**config.mk**
```make
export PLATFORM = sky130hd
export DESIGN_NAME = pmr_device_flat
export DESIGN_NICKNAME = d
export VERILOG_FILES = /design/src/pmr_pkg.sv /design/src/pmr_link.sv /design/src/pmr_device.sv /design/src/flat_wrapper.sv
export SDC_FILE = /design/constraint.sdc
export NUM_CORES = 2
export LEC_CHECK = 0
export BUFFER_PORTS_ARGS = -buffer_cell sky130_fd_sc_hd__buf_2
export CORE_ASPECT_RATIO = 1.25
export CORE_MARGIN = 4
export CORE_UTILIZATION = 45
export CTS_CLUSTER_DIAMETER = 50
export DETAILED_ROUTE_END_ITERATION = 8
export GPL_ROUTABILITY_DRIVEN = 0
export GPL_TIMING_DRIVEN = 1
export PLACE_DENSITY_LB_ADDON = 0.15
export SYNTH_ARGS = -nofsm -noshare
export SYNTH_HDL_FRONTEND = slang
export SYNTH_SLANG_ARGS = --single-unit
```
**constraint.sdc**
```tcl
create_clock -name sys_clk -period 5.15 [get_ports sys_clk]
set_input_delay 0 -clock sys_clk [delete_from_list [all_inputs] [get_ports sys_clk]]
set_output_delay 0 -clock sys_clk [all_outputs]
set_load 0.005 [all_outputs]
```
**src/pmr_pkg.sv**
```systemverilog
// Constants and types shared by both ends of the mode and restart link.
// Assumes a single 50 MHz system clock on both ends.
package pmr_pkg;

  // ----------------------------------------------------------------
  // Device register map
  // ----------------------------------------------------------------
  localparam logic [7:0] PRIMARY_MODE_CONTROL_ADDR    = 8'h00;
  localparam logic [7:0] SECONDARY_OUTPUT_CONTROL_ADDR    = 8'h01;
  localparam logic [7:0] LED_BASE      = 8'h06;
  localparam logic [7:0] LED_LAST      = 8'h45;
  localparam logic [7:0] ALL_BASE      = 8'hfa;
  localparam logic [7:0] ALL_OFF_H     = 8'hfd;
  localparam logic [7:0] PRESCALE_ADDR = 8'hfe;
  localparam logic [7:0] TEST_ADDR     = 8'hff;

  // ----------------------------------------------------------------
  // Field positions and reset values
  // ----------------------------------------------------------------
  localparam int RESTART_BIT  = 7;
  localparam int EXT_CLOCK_SELECT_BIT   = 6;
  localparam int AUTOSTEP_BIT = 5;
  localparam int SLEEP_BIT    = 4;
  localparam int OCH_BIT      = 3;
  localparam int FULL_BIT     = 4;
  localparam logic [7:0] PRIMARY_MODE_CONTROL_RST    = 8'h11;
  localparam logic [4:0] SECONDARY_OUTPUT_CONTROL_RST    = 5'h04;
  localparam logic [7:0] PRESCALE_RST = 8'h1e;
  localparam logic [7:0] OFFH_RST     = 8'h10;
  localparam logic [7:0] HIGH_MASK    = 8'h1f;
  localparam logic [7:0] SHUTDOWN_VAL = 8'h10;
  localparam logic [11:0] CNT_LAST    = 12'hfff;

  // ----------------------------------------------------------------
  // Timing
  // ----------------------------------------------------------------
  localparam int CLK_MHZ      = 50;
  localparam int OSC_START_US = 500;
  localparam int OSC_START_CYC = OSC_START_US * CLK_MHZ;
  localparam int GUARD_US     = 500;
  localparam int GUARD_CYC    = GUARD_US * CLK_MHZ;

  // ----------------------------------------------------------------
  // Host register words (Avalon word index)
  // ----------------------------------------------------------------
  localparam logic [1:0] H_TARGET = 2'h0;
  localparam logic [1:0] H_DATA   = 2'h1;
  localparam logic [1:0] H_CMD    = 2'h2;
  localparam logic [1:0] H_STATUS = 2'h3;
  localparam int CMD_WRITE = 0;
  localparam int CMD_READ  = 1;
  localparam int CMD_STOP  = 2;
  localparam int CMD_SWRST = 3;
  localparam int CMD_EXTON = 4;
  localparam int CMD_SHUT  = 5;

  typedef enum logic [2:0] {
    CALL_OWN,
    CALL_ALT1,
    CALL_ALT2,
    CALL_ALT3,
    CALL_GROUP
  } pmr_call_t;

endpackage

```
**src/pmr_link.sv**
```systemverilog
// Register link between the controller and the LED device.
// Assumes both ends run on the same sys_clk.
`timescale 1ns/10ps
interface pmr_link;
  logic                req;
  logic                wr;
  logic                ptr_set;
  logic [7:0]          wdata;
  logic                stop;
  logic                swrst;
  pmr_pkg::pmr_call_t  call;
  logic                ext_clk;
  logic                ack;
  logic                nak;
  logic [7:0]          rdata;
  logic                claimed;

  modport dev (
    input  req, wr, ptr_set, wdata, stop, swrst, call, ext_clk,
    output ack, nak, rdata, claimed
  );
  modport host (
    output req, wr, ptr_set, wdata, stop, swrst, call, ext_clk,
    input  ack, nak, rdata, claimed
  );
endinterface

```
**src/pmr_device.sv**
```systemverilog
// LED device end: mode register, sleep, clock select and restart logic.
// Assumes link requests are one-cycle pulses synchronous to sys_clk.
//
// Our own choice: the Avalon-MM interface to the registers.
`timescale 1ns/10ps
module pmr_device (
  input  wire logic   sys_clk,
  input  wire logic   nrst,
  pmr_link.dev        lk,
  output logic [15:0] led_out,
  output logic        pwm_halted
);

  // ----------------------------------------------------------------
  // State
  // ----------------------------------------------------------------
  logic        rst;
  logic        restart, ext_sel, autostep, sleep, group_call_enable;
  logic [2:0]  alt_en;
  logic [4:0]  m2;
  logic [7:0]  prescale, ptr, rel, pre_cnt;
  logic [7:0]  shadow [64];
  logic [7:0]  live [64];
  logic [15:0] osc_cnt;
  logic        osc_ok, osc_div, ext_prev, drain, dirty;
  logic        commit_all, commit_one;
  logic [3:0]  seen_ch, seen, next_seen;
  logic [11:0] pwm_cnt;
  logic        take, do_wr, do_rd, is_led, is_all, update_on_ack;
  logic        run, step, cnt_adv, wrap, clr_restart, set_restart;
  logic [15:0] next_led;

  // Software reset returns every register to its power-on value
  assign rst = !nrst || lk.swrst;
  assign update_on_ack = m2[pmr_pkg::OCH_BIT];
  assign rel = ptr - pmr_pkg::LED_BASE;

  // ----------------------------------------------------------------
  // Decode helpers
  // ----------------------------------------------------------------
  function automatic logic addr_ok(input logic [7:0] a);
    addr_ok = (a <= pmr_pkg::LED_LAST) || (a >= pmr_pkg::ALL_BASE);
  endfunction

  function automatic logic claim(input pmr_pkg::pmr_call_t c);
    unique case (c)
      pmr_pkg::CALL_OWN:   claim = 1'b1;
      pmr_pkg::CALL_ALT1:  claim = alt_en[2];
      pmr_pkg::CALL_ALT2:  claim = alt_en[1];
      pmr_pkg::CALL_ALT3:  claim = alt_en[0];
      pmr_pkg::CALL_GROUP: claim = group_call_enable;
      default:             claim = 1'b0;
    endcase
  endfunction

  function automatic logic [7:0] step_ptr(input logic [7:0] a);
    if (a == pmr_pkg::LED_LAST || a >= pmr_pkg::PRESCALE_ADDR)
      step_ptr = pmr_pkg::PRIMARY_MODE_CONTROL_ADDR;
    else
      step_ptr = a + 8'h01;
  endfunction

  function automatic logic any_active();
    any_active = 1'b0;
    for (int c = 0; c < 16; c++)
      if (!live[4*c+3][pmr_pkg::FULL_BIT])
        any_active = 1'b1;
  endfunction

  assign is_led = (ptr >= pmr_pkg::LED_BASE) && (ptr <= pmr_pkg::LED_LAST);
  assign is_all = (ptr >= pmr_pkg::ALL_BASE) && (ptr <= pmr_pkg::ALL_OFF_H);
  assign take   = lk.req && claim(lk.call) && !lk.ptr_set && addr_ok(ptr);
  assign do_wr  = take && lk.wr;
  assign do_rd  = take && !lk.wr;

  // ----------------------------------------------------------------
  // Link answers and pointer
  // ----------------------------------------------------------------
  always_ff @(posedge sys_clk)
    if (rst)
    begin
      lk.ack     <= 1'b0;
      lk.nak     <= 1'b0;
      lk.claimed <= 1'b0;
      ptr        <= pmr_pkg::PRIMARY_MODE_CONTROL_ADDR;
    end
    else
    begin
      lk.ack     <= lk.req;
      lk.claimed <= claim(lk.call);
      lk.nak     <= lk.req && (!claim(lk.call) ||
                    (lk.ptr_set ? !addr_ok(lk.wdata) : !addr_ok(ptr)));
      if (lk.req && lk.ptr_set && claim(lk.call) && addr_ok(lk.wdata))
        ptr <= lk.wdata;
      else if (take && autostep)
        ptr <= step_ptr(ptr);
    end

  always_ff @(posedge sys_clk)
    if (rst)
      lk.rdata <= 8'h00;
    else if (do_rd)
    begin
      if (ptr == pmr_pkg::PRIMARY_MODE_CONTROL_ADDR)
        lk.rdata <= {restart, ext_sel, autostep, sleep, alt_en,
                     group_call_enable};
      else if (ptr == pmr_pkg::SECONDARY_OUTPUT_CONTROL_ADDR)
        lk.rdata <= {3'h0, m2};
      else if (is_led)
        lk.rdata <= shadow[rel[5:0]];
      else if (ptr == pmr_pkg::PRESCALE_ADDR)
        lk.rdata <= prescale;
      else
        lk.rdata <= 8'h00;
    end

  // ----------------------------------------------------------------
  // Mode registers
  // ----------------------------------------------------------------
  assign clr_restart = (do_wr && ptr == pmr_pkg::PRIMARY_MODE_CONTROL_ADDR &&
                        lk.wdata[pmr_pkg::RESTART_BIT]) ||
                       commit_all || commit_one;
  // Only channels still running at the end of the cycle arm restart
  assign set_restart = wrap && drain && any_active();

  always_ff @(posedge sys_clk)
    if (rst)
    begin
      {restart, ext_sel, autostep, sleep} <= pmr_pkg::PRIMARY_MODE_CONTROL_RST[7:4];
      {alt_en, group_call_enable}         <= pmr_pkg::PRIMARY_MODE_CONTROL_RST[3:0];
      m2       <= pmr_pkg::SECONDARY_OUTPUT_CONTROL_RST;
      prescale <= pmr_pkg::PRESCALE_RST;
    end
    else
    begin
      if (set_restart)
        restart <= 1'b1;
      else if (clr_restart)
        restart <= 1'b0;
      if (do_wr && ptr == pmr_pkg::PRIMARY_MODE_CONTROL_ADDR)
      begin
        // Sticky: a written zero never clears the clock select
        ext_sel  <= ext_sel | lk.wdata[pmr_pkg::EXT_CLOCK_SELECT_BIT];
        autostep <= lk.wdata[pmr_pkg::AUTOSTEP_BIT];
        sleep    <= lk.wdata[pmr_pkg::SLEEP_BIT];
        alt_en   <= lk.wdata[3:1];
        group_call_enable <= lk.wdata[0];
      end
      if (do_wr && ptr == pmr_pkg::SECONDARY_OUTPUT_CONTROL_ADDR)
        m2 <= lk.wdata[4:0];
      if (do_wr && ptr == pmr_pkg::PRESCALE_ADDR && sleep)
        prescale <= lk.wdata;
    end

  // ----------------------------------------------------------------
  // Channel registers and commit
  // ----------------------------------------------------------------
  always_comb
  begin
    next_seen = (rel[5:2] == seen_ch) ? seen : 4'h0;
    next_seen[rel[1:0]] = 1'b1;
  end

  always_ff @(posedge sys_clk)
    if (rst)
    begin
      for (int i = 0; i < 64; i++)
        shadow[i] <= (i % 4 == 3) ? pmr_pkg::OFFH_RST : 8'h00;
      dirty      <= 1'b0;
      commit_all <= 1'b0;
      commit_one <= 1'b0;
      seen       <= 4'h0;
      seen_ch    <= 4'h0;
    end
    else
    begin
      commit_all <= 1'b0;
      commit_one <= 1'b0;
      if (do_wr && is_led)
      begin
        shadow[rel[5:0]] <= rel[0] ? (lk.wdata & pmr_pkg::HIGH_MASK)
                                   : lk.wdata;
        dirty <= 1'b1;
        if (update_on_ack)
        begin
          seen_ch    <= rel[5:2];
          seen       <= (&next_seen) ? 4'h0 : next_seen;
          commit_one <= &next_seen;
        end
      end
      else if (do_wr && is_all)
      begin
        // Broadcast bytes land in every channel; reads return zero
        for (int c = 0; c < 16; c++)
          // Byte within the channel: 0xfa..0xfd map to bytes 0..3
          shadow[4*c + int'(2'(ptr[1:0] - 2'h2))] <=
            ptr[0] ? (lk.wdata & pmr_pkg::HIGH_MASK) : lk.wdata;
        dirty      <= 1'b1;
        commit_all <= update_on_ack;
      end
      else if (lk.stop && dirty && !update_on_ack)
      begin
        commit_all <= 1'b1;
        dirty      <= 1'b0;
      end
    end

  // Live copy drives the comparators; held whatever the clock does
  always_ff @(posedge sys_clk)
    if (rst)
    begin
      for (int i = 0; i < 64; i++)
        live[i] <= (i % 4 == 3) ? pmr_pkg::OFFH_RST : 8'h00;
    end
    else if (commit_all)
    begin
      for (int i = 0; i < 64; i++)
        live[i] <= shadow[i];
    end
    else if (commit_one)
    begin
      for (int b = 0; b < 4; b++)
        live[{seen_ch, 2'(b)}] <= shadow[{seen_ch, 2'(b)}];
    end

  // ----------------------------------------------------------------
  // Clock source, oscillator start-up and sleep drain
  // ----------------------------------------------------------------
  always_ff @(posedge sys_clk)
    if (rst)
    begin
      osc_cnt <= 16'h0000;
      osc_ok  <= 1'b0;
    end
    else if (sleep && !drain)
    begin
      osc_cnt <= 16'h0000;
      osc_ok  <= 1'b0;
    end
    else if (!osc_ok)
    begin
      osc_cnt <= osc_cnt + 16'h0001;
      osc_ok  <= (osc_cnt == 16'(pmr_pkg::OSC_START_CYC - 1));
    end

  always_ff @(posedge sys_clk)
    if (rst)
    begin
      osc_div  <= 1'b0;
      ext_prev <= 1'b0;
    end
    else
    begin
      osc_div  <= !osc_div;
      ext_prev <= lk.ext_clk;
    end

  // External clock runs at once; internal waits for start-up
  assign run  = (ext_sel || osc_ok) && (!sleep || drain) &&
                !restart;
  assign step = run && (ext_sel ? (lk.ext_clk && !ext_prev)
                                : osc_div);
  assign cnt_adv = step && (pre_cnt == prescale);
  assign wrap    = cnt_adv && (pwm_cnt == pmr_pkg::CNT_LAST);

  always_ff @(posedge sys_clk)
    if (rst)
      drain <= 1'b0;
    else if (wrap)
      drain <= 1'b0;
    else if (do_wr && ptr == pmr_pkg::PRIMARY_MODE_CONTROL_ADDR && !sleep && run &&
             lk.wdata[pmr_pkg::SLEEP_BIT])
      drain <= 1'b1;

  // ----------------------------------------------------------------
  // PWM counter and outputs
  // ----------------------------------------------------------------
  always_ff @(posedge sys_clk)
    if (rst)
    begin
      pre_cnt <= 8'h00;
      pwm_cnt <= 12'h000;
    end
    else if (clr_restart && restart)
    begin
      pre_cnt <= 8'h00;
      pwm_cnt <= 12'h000;
    end
    else if (step)
    begin
      pre_cnt <= cnt_adv ? 8'h00 : pre_cnt + 8'h01;
      if (cnt_adv)
        pwm_cnt <= pwm_cnt + 12'h001;
    end

  always_comb
  begin
    next_led = led_out;
    for (int c = 0; c < 16; c++)
      if (live[4*c+3][pmr_pkg::FULL_BIT])
        next_led[c] = 1'b0;
      else if (live[4*c+1][pmr_pkg::FULL_BIT])
        next_led[c] = 1'b1;
      else if (pwm_cnt == {live[4*c+1][3:0], live[4*c]})
        next_led[c] = 1'b1;
      else if (pwm_cnt == {live[4*c+3][3:0], live[4*c+2]})
        next_led[c] = 1'b0;
  end

  always_ff @(posedge sys_clk)
    if (rst)
    begin
      led_out    <= 16'h0000;
      pwm_halted <= 1'b1;
    end
    else
    begin
      pwm_halted <= !run;
      // Outputs only move on a counter step, never while asleep except during the drain to the cycle end
      if (cnt_adv)
        led_out <= next_led;
    end

endmodule

```
**src/flat_wrapper.sv**
```systemverilog
// flat-port wrapper written by rule: the top's interface ports become plain ports
module pmr_device_flat 
  (sys_clk, nrst, led_out, pwm_halted, lk_req, lk_wr, lk_ptr_set, lk_wdata, lk_stop, lk_swrst, lk_call, lk_ext_clk, lk_ack, lk_nak, lk_rdata, lk_claimed);
  pmr_link lk_i ();
  input  wire logic sys_clk;
  input  wire logic nrst;
  output logic [15:0] led_out;
  output logic pwm_halted;
  input wire logic [$bits(lk_i.req)-1:0] lk_req;
  input wire logic [$bits(lk_i.wr)-1:0] lk_wr;
  input wire logic [$bits(lk_i.ptr_set)-1:0] lk_ptr_set;
  input wire logic [$bits(lk_i.wdata)-1:0] lk_wdata;
  input wire logic [$bits(lk_i.stop)-1:0] lk_stop;
  input wire logic [$bits(lk_i.swrst)-1:0] lk_swrst;
  input wire logic [$bits(lk_i.call)-1:0] lk_call;
  input wire logic [$bits(lk_i.ext_clk)-1:0] lk_ext_clk;
  output wire logic [$bits(lk_i.ack)-1:0] lk_ack;
  output wire logic [$bits(lk_i.nak)-1:0] lk_nak;
  output wire logic [$bits(lk_i.rdata)-1:0] lk_rdata;
  output wire logic [$bits(lk_i.claimed)-1:0] lk_claimed;
  assign lk_i.req = lk_req;
  assign lk_i.wr = lk_wr;
  assign lk_i.ptr_set = lk_ptr_set;
  assign lk_i.wdata = lk_wdata;
  assign lk_i.stop = lk_stop;
  assign lk_i.swrst = lk_swrst;
  assign lk_i.call = lk_call;
  assign lk_i.ext_clk = lk_ext_clk;
  assign lk_ack = lk_i.ack;
  assign lk_nak = lk_i.nak;
  assign lk_rdata = lk_i.rdata;
  assign lk_claimed = lk_i.claimed;
  pmr_device u_core (.sys_clk(sys_clk), .nrst(nrst), .lk(lk_i), .led_out(led_out), .pwm_halted(pwm_halted));
endmodule
```
==> run_results.csv <==
group,metric,value,unit
sta,min_period,4.44,ns
cells_and_area,synthToLayoutAreaGrowth,12.5,%
pwr,power_density,323,nW/um^2
global_routing,grt_antenna_before_repair,27,
worst_setup_path,critPathMaxStageDelay,0.70,ns
sta,finalCritPeriodShare,86.2,%
drt,viasPerCell,6.68,
hold_path,hold_path_startpoint,"lk_wdata[4]",
worst_setup_path,worst_setup_path_start_kind,"flip-flop",
logic_synthesis,synth_edf_count,928,
sta,drv_slew,0,
floorplanning,start_util,45.5,%
clock_tree,hold_buffers,22,
worst_setup_path,arrival,4.88,ns
sta,finalSetupViolations,0,
sta,skew,0.0422,ns
pwr,swShare,24.3,%
worst_setup_path,path_cells,"ha_1 > nor2b_1 > nor3_1 > o21ai_0 > a31oi_1 > nor2_1 > nand2_1 > buf_4 > o21ai_0 > buf_4",
logic_synthesis,syn-cell-area,54000,sq um
job,drv_cap,0,
cells_and_area,stdcell_area,60700,sq um
clock_tree,cts_buffer_depth,3,
placed_design,dpl_cell_area,56500,sq um
logic_synthesis,synth-main-ff-cell,"edfxtp_1",
global_routing,grt_max_degree,161,
worst_setup_path,path_max_fanout,13,
cells_and_area,final_common_cell,"edfxtp_1",
hold_path,hold_class,"in2reg",
pwr,seqPwrFrac,50.2,%
clock_tree,htree_levels,3,
pwr,leakage,22.7,nW
drt,num_vias,40700,
status,outcome,"complete, no violations",
cells_and_area,finalNetCount,4420,
global_routing,grt_usage,36.1,%
worst_setup_path,startpoint,"u_core.ptr[2]$_SDFFE_PN0P_",
worst_setup_path,path_buf_inv,2,
global_routing,grt-ovfl-total,0,
clock_tree,clkTransAtPathRegs,0.06,ns
logic_synthesis,yosysSeqAreaShare,55.8,%
sta,rsz0062_at_grt,"false",
global_routing,grt_pass1_wl,312000,um
pwr,p_sw,4.77,mW
drt,drc_errors,0,
floorplanning,fp.dieH,395,um
clock_tree,cts_setup_buffers,0,
pwr,pwr-share-clk,44.2,%
cells_and_area,finalNonFillerCells,6089,
clock_tree,cts-buffers-inserted,117,
worst_setup_path,rr_startpoint,"u_core.ptr[2]$_SDFFE_PN0P_",
sta,hold_violations,0,
logic_synthesis,synthCells,4397,
drt,first_pass_iters,7,
drt,drt_wl_total,232000,um
cells_and_area,drive_above_1_share,16.8,%
floorplanning,io_pins,47,
sta,fmax,225,MHz
sta,slew_headroom,11.2,%
worst_setup_path,endpoint_kind,"flip-flop",
drt,first_iter_violations,6924,
clock_tree,cts_tree,"done",
logic_synthesis,yosys_warnings,0,
placed_design,dp_cells,5823,
logic_synthesis,avgSynthCellArea,12.3,sq um
pwr,power_frac_comb,5.6,%
placed_design,dp_hpwl,160000,um
cells_and_area,final_util,51.2,%
drt,wl_per_cell,38.0,um
floorplanning,rows,141,
clock_tree,clock_sinks,1040,
global_routing,grt_pass1_vias,37800,
clock_tree,insertion_delay,0.77,ns
sta,fin_setup_tns,0,ns
drt,ant_nets,0,
pwr,p_int,14.8,mW
pwr,ir_drop,0.267,mV
clock_tree,cts_resized,0,
cells_and_area,layout_common_cells,"edfxtp_1 (928), xor2_1 (408), nand2_1 (389)",
logic_synthesis,async_flop_share,0,%
logic_synthesis,ys_ff_latch,1040,
clock_tree,cts_root_buf,"clkbuf_16",
floorplanning,die_area,126000,sq um
floorplanning,core_region_area,119000,sq um
logic_synthesis,ys_types,73,
worst_setup_path,cp.required,5.59,ns
floorplanning,die_x,318,um
sta,worst_pin_slew,1.33,ns
worst_setup_path,worst_path_max_delay_cell,"o21ai_0",
worst_setup_path,path_class,"reg2reg",
worst_setup_path,crit_family,"compound AO/OA/AOI/OAI gates",
placed_design,io_buffers,46,
[power by group through the flow]
stage	Clock [mW]	Sequential (mW)	Combinational, mW
after floorplan	0	9.79	0.568
after detailed placement	0	9.99	1.03
after global routing	9.05	9.83	1.11
final	8.67	9.84	1.09
after global placement	0	9.98	1.03
after CTS	8.70	9.81	1.05
[Yosys cell counts (33+ instances only)]
cell      count  area share, %
edfxtp_1    928             52
nor3_1       33           0.31
nor2_1      268            1.9
dfxtp_1     112            4.2
nor2b_1     270            3.1
nand3_1     116            1.1
mux2i_1      74            1.4
o21ai_0     351            3.3
a21oi_1     117            1.1
buf_1        37           0.26
and2_1       69           0.80
a22o_1      167            2.7
a31oi_1      35           0.41
clkbuf_1    295            2.1
mux4_2      251             10
nor4_1      104            1.2
buf_2        50           0.46
xor2_1      409            6.6
inv_1        42           0.29
nand2_1     392            2.7
[per-layer routing]
metal | vias to the layer above | GRT usage [%] | routed length, um
li1 | 16300 | - | -
met1 | 20200 | 43.2 | 78900
met2 | 3212 | 54.7 | 101000
met3 | 967 | 11.6 | 29000
met4 | 14 | 26.2 | 21700
met5 | - | 1.57 | 515
[metrics by stage]
step                total power [mW]  hold slack (ns)  worst slack (ns)
floorplan                       10.4            0.122              1.00
global placement                11.0            0.220             0.940
detailed placement              11.0            0.223             0.841
CTS                             19.6           0.0308             0.808
global route                    20.0           0.0680             0.519
finish                          19.6           0.0488             0.709
[area by class of cell]
class / count / area, sq um
Fill cell: 10300 / 57800
Clock buffer: 134 / 3070
Clock inverter: 86 / 898
Multi-Input combinational cell: 2935 / 22400
Timing Repair Buffer: 254 / 2000
Inverter: 43 / 161
Antenna cell: 24 / 60.1
Tap cell: 1573 / 1970
Sequential cell: 1040 / 30100
[logic make-up after synthesis]
logic type	Yosys count	share of synthesized area, %
xor gates and xnor gates	433	7.08
and+or+nand+nor	1401	13.1
DFF	1040	55.8
AOI/OAI and AO/OA	759	8.82
muxes	326	11.9
other	1	0.00695
adders and majority gates	10	0.232
buffers and inverters	427	3.11
[state kept, by name, indices dropped and copies added (netlist names), 3 cells and up, named ones only]
| signal | count |
|---|---|
| u_core.live | 416 |
| u_core.alt_en | 3 |
| u_core.m2 | 5 |
| u_core.prescale | 8 |
| u_core.led_out | 16 |
| u_core.pwm_cnt | 12 |
| u_core.ptr | 8 |
| u_core.pre_cnt | 8 |
| u_core.seen | 4 |
| u_core.lk.rdata | 8 |
| u_core.osc_cnt | 16 |
| u_core.seen_ch | 4 |
| u_core.shadow | 512 |
[worst paths after layout]
path | slack [ns] | depth (start not counted) | endpoint
worst min register to register | 0.42 | 1 | u_core.osc_div$_SDFF_PN0_
worst max-delay path | 0.71 | 10 | u_core.shadow[40][2]$_DFFE_PP_
worst max register to register | 0.71 | 10 | u_core.shadow[40][2]$_DFFE_PP_
worst min-delay path | 0.05 | 3 | u_core.m2[4]$_SDFFE_PN0P_
[worst reg2reg max path: stages, from the launching register on]
cell and delay [ns]:
dfxtp_1 0.57, ha_1 0.58, nor2b_1 0.24, nor3_1 0.07, o21ai_0 0.37, a31oi_1 0.28, nor2_1 0.25, nand2_1 0.43
buf_4 0.32, o21ai_0 0.70, buf_4 0.31
Note: power is estimated with default switching activity, not from simulation.
